<file path="src/rtl/puems_pkg.sv">
// Constants, types and decode helpers for the uncorrectable error mask and severity block
package puems_pkg;

    // ========================================================================
    // Register map (byte offsets in extended configuration space)
    // ========================================================================
    localparam int          CFG_AW          = 12;
    localparam logic [11:0] UE_STATUS_OFF   = 12'h104;
    localparam logic [11:0] UE_MASK_OFF     = 12'h108;
    localparam logic [11:0] UE_SEVERITY_OFF = 12'h10C;

    // ========================================================================
    // Field positions
    // ========================================================================
    localparam int ACCESS_CONTROL_VIOLATION_BIT = 21;
    localparam int UNSUPPORTED_REQUEST_BIT      = 20;
    localparam int END_TO_END_CRC_BIT           = 19;
    localparam int MALFORMED_PACKET_BIT         = 18;
    localparam int RECEIVER_OVERFLOW_BIT        = 17;
    localparam int UNEXPECTED_COMPLETION_BIT    = 16;
    localparam int COMPLETER_ABORT_BIT          = 15;
    localparam int COMPLETION_TIMEOUT_BIT       = 14;
    localparam int FLOW_CONTROL_ERROR_BIT       = 13;
    localparam int POISONED_PACKET_BIT          = 12;
    localparam int SURPRISE_DOWN_BIT            = 5;
    localparam int LINK_PROTOCOL_ERROR_BIT      = 4;
    localparam int FIXED_ONE_BIT                = 0;

    // ========================================================================
    // Access masks and reset values
    // ========================================================================
    // Supported errors: bits 20..12 and bit 4
    localparam logic [31:0] UE_SUPPORTED    = 32'h001FF010;
    localparam logic [31:0] UE_MASK_RW      = 32'h001FF010;
    localparam logic [31:0] UE_MASK_RESET   = 32'h00000000;
    localparam logic [31:0] UE_MASK_ONES    = 32'h00000000;
    localparam logic [31:0] UE_SEV_RW       = 32'h001FF010;
    localparam logic [31:0] UE_SEV_RESET    = 32'h00062031;
    // Surprise-down severity and bit 0 read as one
    localparam logic [31:0] UE_SEV_ONES     = 32'h00000021;
    localparam logic [31:0] UE_STATUS_RESET = 32'h00000000;
    localparam logic [31:0] ZERO_WORD       = 32'h00000000;

    // ========================================================================
    // Carriers
    // ========================================================================
    typedef struct packed {
        logic              req;
        logic              we;
        logic [CFG_AW-1:0] addr;
        logic [3:0]        be;
        logic [31:0]       wdata;
    } puems_cfg_req_t;

    typedef struct packed {
        logic       valid;
        logic       fatal;
        logic [4:0] err_idx;
    } puems_msg_t;

    // Index of lowest set bit; zero when none is set
    function automatic logic [4:0] puems_lowest(input logic [31:0] vec);
        logic [4:0] idx;
        idx = 5'h00;
        for (int i = 31; i >= 0; i--) begin
            if (vec[i]) begin
                idx = 5'(i);
            end
        end
        return idx;
    endfunction

    // Byte-enable expansion to a 32-bit write mask
    function automatic logic [31:0] puems_be_mask(input logic [3:0] be);
        return {{8{be[3]}}, {8{be[2]}}, {8{be[1]}}, {8{be[0]}}};
    endfunction

endpackage

</file>
<file path="src/rtl/puems_cfg_reg.sv">
// One configuration register with per-bit writable, fixed-one and reset patterns
`timescale 1ns/1ps
module puems_cfg_reg
    import puems_pkg::*;
#(
    parameter logic [31:0] RW_BITS   = 32'h00000000,
    parameter logic [31:0] RESET_VAL = 32'h00000000,
    parameter logic [31:0] ONE_BITS  = 32'h00000000
) (
    input  wire logic        clk_i,    // Clock
    input  wire logic        clr_i,    // Combined synchronous reset
    input  wire logic        we_i,     // Write strobe
    input  wire logic [3:0]  be_i,     // Byte enables
    input  wire logic [31:0] wdata_i,  // Write data
    output logic      [31:0] value_o   // Register view
);

    logic [31:0] store_r;
    logic [31:0] wmask;

    assign wmask = puems_be_mask(be_i) & RW_BITS;

    // ========================================================================
    // Storage: only writable bits hold state, the rest are constants
    // ========================================================================
    genvar g;
    generate
        for (g = 0; g < 32; g++) begin : g_bit
            if (RW_BITS[g]) begin : g_rw
                always_ff @(posedge clk_i) begin
                    if (clr_i) begin
                        store_r[g] <= RESET_VAL[g];
                    end else if (we_i && wmask[g]) begin
                        store_r[g] <= wdata_i[g];
                    end
                end
            end else begin : g_ro
                assign store_r[g] = ONE_BITS[g];
            end
        end
    endgenerate

    assign value_o = store_r;

endmodule

</file>
<file path="src/rtl/puems_msg_queue.sv">
// Pending error messages, one per unmasked error, issued lowest bit first
`timescale 1ns/1ps
module puems_msg_queue
    import puems_pkg::*;
(
    input  wire logic        clk_i,       // Clock
    input  wire logic        clr_i,       // Combined synchronous reset
    input  wire logic [31:0] new_err_i,   // Unmasked errors this cycle
    input  wire logic [31:0] severity_i,  // Severity register view
    input  wire logic        ready_i,     // Message accepted by transmitter
    output puems_msg_t       msg_o        // Registered message request
);

    logic [31:0] pend_r;
    logic [31:0] pend_fatal_r;
    logic [31:0] take;
    logic        load;
    logic [4:0]  sel;

    assign load = (|pend_r) && (!msg_o.valid || ready_i);
    assign sel  = puems_lowest(pend_r);
    assign take = load ? (32'h00000001 << sel) : ZERO_WORD;

    // ========================================================================
    // Pending flags: a new event wins over the clear caused by issuing
    // ========================================================================
    always_ff @(posedge clk_i) begin
        if (clr_i) begin
            pend_r <= ZERO_WORD;
        end else begin
            pend_r <= (pend_r & ~take) | new_err_i; // RULE_18
        end
    end

    // Severity is frozen when the error is seen
    always_ff @(posedge clk_i) begin
        if (clr_i) begin
            pend_fatal_r <= ZERO_WORD;
        end else begin
            pend_fatal_r <= (pend_fatal_r & ~new_err_i) | (new_err_i & severity_i); // RULE_09
        end
    end

    // ========================================================================
    // Output register
    // ========================================================================
    always_ff @(posedge clk_i) begin
        if (clr_i) begin
            msg_o <= '0;
        end else if (load) begin
            msg_o.valid   <= 1'b1;
            msg_o.fatal   <= pend_fatal_r[sel]; // RULE_09
            msg_o.err_idx <= sel;
        end else if (ready_i) begin
            msg_o.valid <= 1'b0;
        end
    end

endmodule

</file>
<file path="src/rtl/puems_top.sv">
// Uncorrectable error status, mask and severity registers with reporting gates
// What this block does
// RULE_01: A masked error sets no status, sends no message, logs no header, keeps pointer.
// RULE_02: Mask register sits at 108h and resets to all zero.
// RULE_03: Mask bits 31:22 and 11:6 read zero and ignore writes.
// RULE_04: Mask bit 21, access-control violation, always reads zero.
// RULE_05: Mask bit 5, surprise down, is read-only zero.
// RULE_06: Mask bits 20 to 16 are read-write, reset zero.
// RULE_07: Mask bits 15 to 12 and 4 are read-write, reset zero.
// RULE_08: Mask bits 3:0 read zero.
// RULE_09: Severity one sends a fatal message, zero a nonfatal one.
// RULE_10: Severity register sits at 10Ch.
// RULE_11: Severity register resets to 0006 2031h.
// RULE_12: Severity bits 20 to 12 are read-write, aligned with the mask bits.
// RULE_13: Severity bits 31:21 are read-only zero.
// RULE_14: Link reset, global reset or power-on reset restore defaults.
// RULE_15: Severity bit 4 is read-write and selects fatal or nonfatal.
// RULE_16: Severity bits 5 and 0 always read one.
// RULE_17: Status bits clear only on a written one; zero leaves them.
// RULE_18: Each unmasked error yields one message typed by severity at detection.
`timescale 1ns/1ps
module puems_top
    import puems_pkg::*;
(
    input  wire logic           clk_i,               // 25 MHz clock
    input  wire logic           rst_i,               // Power-on reset, sync, high
    input  wire logic           link_reset_in_n_i,   // Link reset, low
    input  wire logic           global_reset_in_n_i, // Global reset, low
    input  wire puems_cfg_req_t cfg_i,               // Configuration access request
    output logic [31:0]         cfg_rdata_o,         // Read data
    output logic                cfg_ack_o,           // Access complete pulse
    input  wire logic [31:0]    err_det_i,           // Detected error pulses by bit
    input  wire logic           msg_ready_i,         // Transmitter takes message
    output puems_msg_t          msg_o,               // Error message request
    output logic                hdr_log_load_o,      // Header log load pulse
    output logic [4:0]          first_err_ptr_o      // First error pointer
);

    logic        clr;
    logic        hit_status;
    logic        hit_mask;
    logic        hit_sev;
    logic        wr;
    logic [31:0] mask_val;
    logic [31:0] sev_val;
    logic [31:0] status_r;
    logic [31:0] status_nxt;
    logic [31:0] unmasked;
    logic [31:0] w1c;
    logic [31:0] rdata_nxt;

    // ========================================================================
    // Reset and decode
    // ========================================================================
    assign clr        = rst_i | ~link_reset_in_n_i | ~global_reset_in_n_i; // RULE_14
    assign wr         = cfg_i.req & cfg_i.we;
    assign hit_status = (cfg_i.addr[CFG_AW-1:2] == UE_STATUS_OFF[CFG_AW-1:2]);
    assign hit_mask   = (cfg_i.addr[CFG_AW-1:2] == UE_MASK_OFF[CFG_AW-1:2]);   // RULE_02
    assign hit_sev    = (cfg_i.addr[CFG_AW-1:2] == UE_SEVERITY_OFF[CFG_AW-1:2]); // RULE_10

    // ========================================================================
    // Mask and severity registers
    // ========================================================================
    // Writable bits 20..12 and 4; all else reads zero
    puems_cfg_reg #(
        .RW_BITS   (UE_MASK_RW),    // RULE_06 RULE_07
        .RESET_VAL (UE_MASK_RESET),
        .ONE_BITS  (UE_MASK_ONES)   // RULE_05
    ) u_mask (
        .clk_i   (clk_i),
        .clr_i   (clr),
        .we_i    (wr && hit_mask),  // RULE_03
        .be_i    (cfg_i.be),
        .wdata_i (cfg_i.wdata),
        .value_o (mask_val)         // RULE_04
    );

    // Writable bits 20..12 and 4; bits 5 and 0 fixed at one
    puems_cfg_reg #(
        .RW_BITS   (UE_SEV_RW),
        .RESET_VAL (UE_SEV_RESET),  // RULE_11
        .ONE_BITS  (UE_SEV_ONES)
    ) u_sev (
        .clk_i   (clk_i),
        .clr_i   (clr),
        .we_i    (wr && hit_sev),   // RULE_12
        .be_i    (cfg_i.be),
        .wdata_i (cfg_i.wdata),
        .value_o (sev_val)          // RULE_16
    );

    // ========================================================================
    // Status capture with gating and write-one-to-clear
    // ========================================================================
    assign unmasked = err_det_i & UE_SUPPORTED & ~mask_val; // RULE_01
    assign w1c      = (wr && hit_status) ? (cfg_i.wdata & puems_be_mask(cfg_i.be)) : ZERO_WORD;
    // A new error wins over a clear in the same cycle
    assign status_nxt = (status_r & ~w1c) | unmasked; // RULE_17

    always_ff @(posedge clk_i) begin
        if (clr) begin
            status_r <= UE_STATUS_RESET;
        end else begin
            status_r <= status_nxt & UE_SUPPORTED;
        end
    end

    // Header log and first error pointer follow only unmasked errors
    always_ff @(posedge clk_i) begin
        if (clr) begin
            hdr_log_load_o <= 1'b0;
        end else begin
            hdr_log_load_o <= |unmasked; // RULE_01
        end
    end

    always_ff @(posedge clk_i) begin
        if (clr) begin
            first_err_ptr_o <= 5'h00;
        end else if ((|unmasked) && ((status_r & ~w1c) == ZERO_WORD)) begin
            first_err_ptr_o <= puems_lowest(unmasked); // RULE_01
        end
    end

    // ========================================================================
    // Message generation
    // ========================================================================
    puems_msg_queue u_msg (
        .clk_i      (clk_i),
        .clr_i      (clr),
        .new_err_i  (unmasked),   // RULE_18
        .severity_i (sev_val),    // RULE_15
        .ready_i    (msg_ready_i),
        .msg_o      (msg_o)
    );

    // ========================================================================
    // Read path: one cycle answer, unmapped offsets read zero
    // ========================================================================
    always_comb begin
        rdata_nxt = ZERO_WORD;
        if (hit_status) begin
            rdata_nxt = status_r;
        end else if (hit_mask) begin
            rdata_nxt = mask_val; // RULE_08
        end else if (hit_sev) begin
            rdata_nxt = sev_val;  // RULE_13
        end
    end

    always_ff @(posedge clk_i) begin
        if (clr) begin
            cfg_ack_o   <= 1'b0;
            cfg_rdata_o <= ZERO_WORD;
        end else begin
            cfg_ack_o   <= cfg_i.req;
            cfg_rdata_o <= (cfg_i.req && !cfg_i.we) ? rdata_nxt : ZERO_WORD;
        end
    end

endmodule
</file>
<file path="config.mk">
export PLATFORM = sky130hd
export DESIGN_NAME = puems_top
export DESIGN_NICKNAME = d
export VERILOG_FILES = /design/src/rtl/puems_pkg.sv /design/src/rtl/puems_cfg_reg.sv /design/src/rtl/puems_msg_queue.sv /design/src/rtl/puems_top.sv
export SDC_FILE = /design/constraint.sdc
export NUM_CORES = 1
export LEC_CHECK = 0
export ABC_CLOCK_PERIOD_IN_PS = 3000
export BUFFER_PORTS_ARGS = -buffer_cell sky130_fd_sc_hd__buf_2
export CORE_MARGIN = 10
export CORE_UTILIZATION = 40
export CTS_BUF_LIST = sky130_fd_sc_hd__clkbuf_8
export CTS_CLUSTER_DIAMETER = 100
export DETAILED_ROUTE_END_ITERATION = 8
export PLACE_DENSITY_LB_ADDON = 0.12
export SETUP_SLACK_MARGIN = 0.2
export SYNTH_ARGS = -nofsm -noshare
export SYNTH_HDL_FRONTEND = slang
export SYNTH_HIERARCHICAL = 1
export SYNTH_SLANG_ARGS = --single-unit
</file>
<file path="constraint.sdc">
create_clock -name clk_i -period 3 [get_ports clk_i]
set_clock_uncertainty 0.1 [all_clocks]
set_input_delay 0.15 -clock clk_i [delete_from_list [all_inputs] [get_ports clk_i]]
set_output_delay 0.15 -clock clk_i [all_outputs]
set_load 0.01 [all_outputs]
</file>
==> results.yml, run 1 <==
placement:
  place_congestion: 0.885
  portBuffers: 85
  dp_hpwl_um: 13700
worst_setup_path:
  crit_path_max_incr_delay_ns: 0.42
  r2r_slack_ns: 0.17
  critPathKind: "register to register"
  rr_endpoint: "u_msg/msg_o[5]"
  critPathSlowestCell: "a2111oi_1"
  critPathLaunchType: "register"
  cp-end-kind: "register"
  path_cells: "nor3_1, nor4b_2, o2111ai_1, and3_1, nor2_1, buf_4, a211oi_1, a2111oi_1, o21ai_1, a41oi_1"
  r2r_start: "u_msg/pend_r[11]"
  worstPathArrival_ns: 3.09
  worstRegToRegCells: 10
  path_max_fanout: 12
  required_ns: 3.26
clock_tree:
  htree_num_levels: 4
  clk_path_buf_depth: 2
  clk_pin_slew_ns: 0.08
  clk_latency_ns: 0.44
  cts.sinks: 140
  cts_tree: "built"
  numCtsBuffers: 17
  cts_setup_buffers: 0
  cts-root-buf: "clkbuf_8"
die:
  core_area_um2: 16500
  num_io_pins: 133
  dieArea_um2: 22200
  row_count: 47
  die_w_um: 149
  die_h_um: 149
  start_util_pct: 40.5
pwr:
  power_density_nw_per_um2: 532
  cellLeakagePower_nw: 3.28
  max-vdd-ir-drop_v: 0.000267
synth:
  syn_area_per_cell_um2: 8.67
  synth_top_area_share_pct: 42.0
  synth_warnings: 6
  synth_enable_flop_cells: 0
  synth.most_common_cell: "dfxtp_1"
  synth-seq-cells: 140
  synthFlopType: "dfxtp_1"
  yosys-top-cells-area: "dfxtp_1, nor2_1, mux2i_1, buf_4, a21oi_1"
  ys_seq_area_share_pct: 42.0
  yosysUniqueCellTypes: 67
  netlist_instances: 769
  ys_async_sr_fraction_pct: 0
  synth_common_cells: "dfxtp_1, nor2_1, a21oi_1, buf_4, mux2i_1"
  yosysTopAreaCell: "dfxtp_1"
  netlist_area_um2: 6670
sta:
  clock.fmax_mhz: 354
  rsz0062_at_grt: "true"
  tns_ns: 0
  maxSlewViolCount: 0
  tightest_slew_ns: 0.882
  maxSlewHeadroom_pct: 41.1
  setup_viol_count_final: 0
  min_period_over_period_pct: 94.3
  period_minus_slack_ns: 2.83
  finalHoldViolations: 0
grt:
  grt_pass1_wl_um: 30200
  grt_use_total_pct: 16.8
  grt_max_degree: 42
  grt_overflow: 0
  antenna_found_initial: 0
  grt_pass1_vias: 5841
layout:
  nFillCells: 1617
  area_growth_pct: 19.0
  final_core_util_pct: 48.2
  nets: 998
  n_antenna_cell: 0
  drive_gt1_share_pct: 18.8
hold_path:
  hold_path_class: "primary input to register"
  hp-start: "err_det_i[13]"
  whs_path_depth: 3
  whs_endpoint: "status_r[13]"
flow_run:
  max_cap_violations: 0
detailed_routing:
  via_count: 5742
  viasPerCell: 5.02
  drc: 0
  ant_nets: 0
  wl_um: 18400
  wl_per_cell_um: 16.1
  drtPass1Iterations: 6
  initialDrtViolationCount: 442
outcome:
  outcome: "finished, final reports clean"
[through the flow]
stage | instances | worst slack (ns) | hold WS, ns | instance area (um2) | total power, W
4_1_cts | 1144 | 0.234 | 0.0181 | 7930 | 0.00426
2_1_floorplan | 853 | 0.540 | 0.195 | 6980 | 0.00236
3_5_place_dp | 1098 | 0.194 | 0.335 | 7330 | 0.00251
6_report | 1144 | 0.171 | 0.0502 | 7930 | 0.00422
3_3_place_gp | 1098 | 0.251 | 0.333 | 7330 | 0.00250
5_1_grt | 1144 | 0.105 | 0.0407 | 7930 | 0.00441
[per-layer routing]
metal | routed length [um] | part of all wire [%] | global-route usage [%] | vias to the layer above
met4 | 123 | 0.67 | 3.53 | 0
li1 | - | - | - | 2876
met1 | 8520 | 46 | 20.8 | 2730
met5 | 0 | 0 | 0 | -
met3 | 907 | 4.9 | 4.52 | 10
met2 | 8870 | 48 | 28.4 | 126
[how the worst max path moves through the flow]
stage                           startpoint  slack (ns)               end
after CTS                 u_msg/pend_r[27]        0.23    u_msg/msg_o[5]
after detailed placement  u_msg/pend_r[31]        0.19  u_msg/pend_r[27]
after global placement    u_msg/pend_r[31]        0.25  u_msg/pend_r[27]
after floorplan           u_msg/pend_r[27]        0.54  u_msg/pend_r[14]
final                     u_msg/pend_r[11]        0.17    u_msg/msg_o[5]
after global routing      u_msg/pend_r[11]        0.10    u_msg/msg_o[5]
[area by class of cell]
| cell class | instances | area, um2 | area share [%] |
|---|---|---|---|
| multi-input combinational | 603 | 3540 | 44.6 |
| clock inverter | 14 | 201 | 2.54 |
| inverter | 26 | 97.6 | 1.23 |
| clock buffer | 18 | 248 | 3.12 |
| timing repair buffer | 123 | 771 | 9.72 |
| sequential | 140 | 2800 | 35.3 |
| tap | 220 | 275 | 3.47 |
[timing repair]
action / in CTS / in global routing
cloned: 0 / 0
endpoints found under the setup margin: 5 / 11
hold buffers: 14 / 0
hold endpoints to repair: 22 / 0
gates resized for setup: 2 / 2
[kinds of logic (layout without fill, tap and decap cells)]
logic type / Yosys count / in the layout / share of synthesized area, %
flip-flops: 140 / 140 / 42.0
other: 4 / 88 / 0.225
AO/OA/AOI/OAI: 192 / 192 / 20.3
buffers and inverters: 110 / 181 / 9.86
AND/OR/NAND/NOR: 277 / 277 / 20.7
multiplexers: 46 / 46 / 6.93
[power by group]
part | total (W) | leakage (nW) | switching (W) | internal (W)
registers | 0.00191 | 1.13 | 0.0000259 | 0.00189
clock network | 0.00173 | 0.237 | 0.000726 | 0.00100
logic | 0.000578 | 1.91 | 0.000356 | 0.000222
[placed cells by master, fill, tap and decap left out, types with 15 or more instances in the layout]
| cell | synthesis | routed |
|---|---|---|
| nand3_1 | 32 | 32 |
| nand2b_1 | 15 | 15 |
| dfxtp_1 | 140 | 140 |
| inv_1 | 26 | 28 |
| buf_2 | 11 | 85 |
| nand2_1 | 37 | 37 |
| buf_4 | 46 | 22 |
| a21oi_1 | 62 | 62 |
| clkbuf_8 | 0 | 18 |
| mux2i_1 | 45 | 45 |
| nor2_1 | 125 | 122 |
| a22oi_1 | 24 | 24 |
| conb_1 | 4 | 88 |
[worst max-delay path, delay by kind of cell, from the launching register on]
kind            cells  cell delay (ns)
compound gates      5             1.04
buf+inv             1             0.25
flops               1             0.36
simple gates        4             1.01
(Power assumes the default switching activity.)
==> run 2: changes to the inputs <==
--- a/config.mk
+++ b/config.mk
@@ -7,12 +7,13 @@
 export LEC_CHECK = 0
 export ABC_CLOCK_PERIOD_IN_PS = 3000
 export BUFFER_PORTS_ARGS = -buffer_cell sky130_fd_sc_hd__buf_2
+export CAP_MARGIN = 5
 export CORE_MARGIN = 10
 export CORE_UTILIZATION = 40
 export CTS_BUF_LIST = sky130_fd_sc_hd__clkbuf_8
 export CTS_CLUSTER_DIAMETER = 100
 export DETAILED_ROUTE_END_ITERATION = 8
-export PLACE_DENSITY_LB_ADDON = 0.12
+export PLACE_DENSITY = 0.64
 export SETUP_SLACK_MARGIN = 0.2
 export SYNTH_ARGS = -nofsm -noshare
 export SYNTH_HDL_FRONTEND = slang
==> results.yml, run 2 (synthesized netlist as in run 1, its figures left out) <==
layout:
  fin_cells: 1145
  multiInputGateArea_um2: 3570
  n_antenna_cell: 0
  final-seq-area_um2: 2800
  final_core_util_pct: 47.8
  area_growth_pct: 18.0
  final_common_cell: "dfxtp_1"
  design_area_um2: 7870
  nets: 999
  final_cell_mix: "dfxtp_1, nor2_1, conb_1, buf_2, a21oi_1"
  drive_gt1_share_pct: 19.5
  nFillCells: 1652
die:
  start_util_pct: 40.5
  dieArea_um2: 22200
  row_count: 47
  num_io_pins: 133
  core_area_um2: 16500
  die_w_um: 149
  die_h_um: 149
detailed_routing:
  viasPerCell: 4.93
  ant_nets: 0
  drc: 0
  wl_per_cell_um: 15.0
  wl_um: 17100
  initialDrtViolationCount: 448
  via_count: 5647
  drtPass1Iterations: 6
worst_setup_path:
  path_cells: "or4_4, o211ai_1, a31oi_1, or2_4, a311o_1, o21ai_2, a211oi_1, o21ai_1, a41oi_1"
  worstRegToRegCells: 9
  rr_endpoint: "u_msg/msg_o[5]"
  r2r_slack_ns: 0.34
  cp-end-kind: "register"
  r2r_start: "u_msg/pend_r[26]"
  critPathLaunchType: "register"
  required_ns: 3.22
  path_max_fanout: 8
  critPathSlowestCell: "or4_4"
  worstPathArrival_ns: 2.87
  critPathKind: "register to register"
  crit_path_max_incr_delay_ns: 0.53
grt:
  antenna_found_initial: 0
  grt_max_degree: 53
  grt_overflow: 0
  grt_pass1_wl_um: 27800
  grt_pass1_vias: 5404
  grt_use_total_pct: 15.5
placement:
  place_ws_ns: 0.237
  place_congestion: 0.870
  dp.cells: 1096
  postPlaceCellArea_um2: 7300
  dp_hpwl_um: 12500
  portBuffers: 85
sta:
  tightest_slew_ns: 0.668
  period_minus_slack_ns: 2.66
  tns_ns: 0
  clock.fmax_mhz: 376
  maxSlewViolCount: 0
  setup_viol_count_final: 0
  min_period_over_period_pct: 88.6
  finalHoldViolations: 0
  rsz0062_at_grt: "false"
  maxSlewHeadroom_pct: 55.4
  setup_ws_ns: 0.342
clock_tree:
  clk_pin_slew_ns: 0.08
  cts-root-buf: "clkbuf_8"
  numCtsBuffers: 17
  htree_num_levels: 4
  clk_latency_ns: 0.46
  clk_path_buf_depth: 2
  cts.sinks: 140
  cts_tree: "built"
pwr:
  cellLeakagePower_nw: 3.24
  max-vdd-ir-drop_v: 0.000314
  power_density_nw_per_um2: 487
hold_path:
  hold_path_class: "primary input to register"
  hp-start: "cfg_i[33]"
  whs_path_depth: 3
  whs_endpoint: "u_sev/value_o[12]"
outcome:
  outcome: "finished, final reports clean"
flow_run:
  max_cap_violations: 0
run 2: through the flow:
step | hold slack (ns) | total power (W)
2_1_floorplan | 0.195 | 0.00236
3_3_place_gp | 0.327 | 0.00248
3_5_place_dp | 0.336 | 0.00249
4_1_cts | 0.0167 | 0.00383
5_1_grt | 0.0512 | 0.00400
6_report | 0.0339 | 0.00383
run 2: report_power, final:
| part | internal [W] | total, W | switching (W) |
|---|---|---|---|
| Combinational | 0.000228 | 0.000578 | 0.000350 |
| Sequential | 0.00189 | 0.00191 | 0.0000261 |
| Clock | 0.000603 | 0.00134 | 0.000732 |
| Total | 0.00272 | 0.00383 | 0.00111 |
run 2: area by class of cell:
type / instances / area share [%]
clock buffers: 19 / 3.32
clock inverters: 13 / 1.03
inverters: 26 / 1.24
multi-input cells: 603 / 45.4
flip-flops and latches: 140 / 35.6
well taps: 220 / 3.50
repair buffers: 124 / 9.85
run 2: worst max-delay path by stage:
stage                                 from          endpoint  slack (ns)  depth (start not counted)
after floorplan           u_msg/pend_r[27]  u_msg/pend_r[14]        0.54                          9
after global placement    u_msg/pend_r[26]  u_msg/pend_r[23]        0.26                          9
after detailed placement  u_msg/pend_r[26]  u_msg/pend_r[23]        0.24                          9
after CTS                 u_msg/pend_r[26]  u_msg/pend_r[23]        0.21                          9
after global routing      u_msg/pend_r[26]    u_msg/msg_o[5]        0.20                          9
final                     u_msg/pend_r[26]    u_msg/msg_o[5]        0.34                          9
run 2: timing repair:
action | 4_1_cts | 5_1_grt
hold buffers | 16 | 0
endpoints found under the setup margin | 0 | 20
endpoints found under the hold margin | 24 | 0
setup buffers | 0 | 1
gates resized for setup | 0 | 14
run 2: routing by layer:
layer	track usage, %	routed length, um	share of wire (%)	vias to the layer above
met5	0	0	0	-
met4	5.69	291	1.7	0
met3	3.97	921	5.4	21
met2	24.6	7800	46	148
met1	19.7	8120	47	2596
li1	-	-	-	2882
run 2: critical path: cells and delay by family (launching register included):
family | cells | cell delay (ns)
AO/OA/AOI/OAI | 7 | 1.22
AND/OR/NAND/NOR | 2 | 0.84
flip-flops | 1 | 0.36
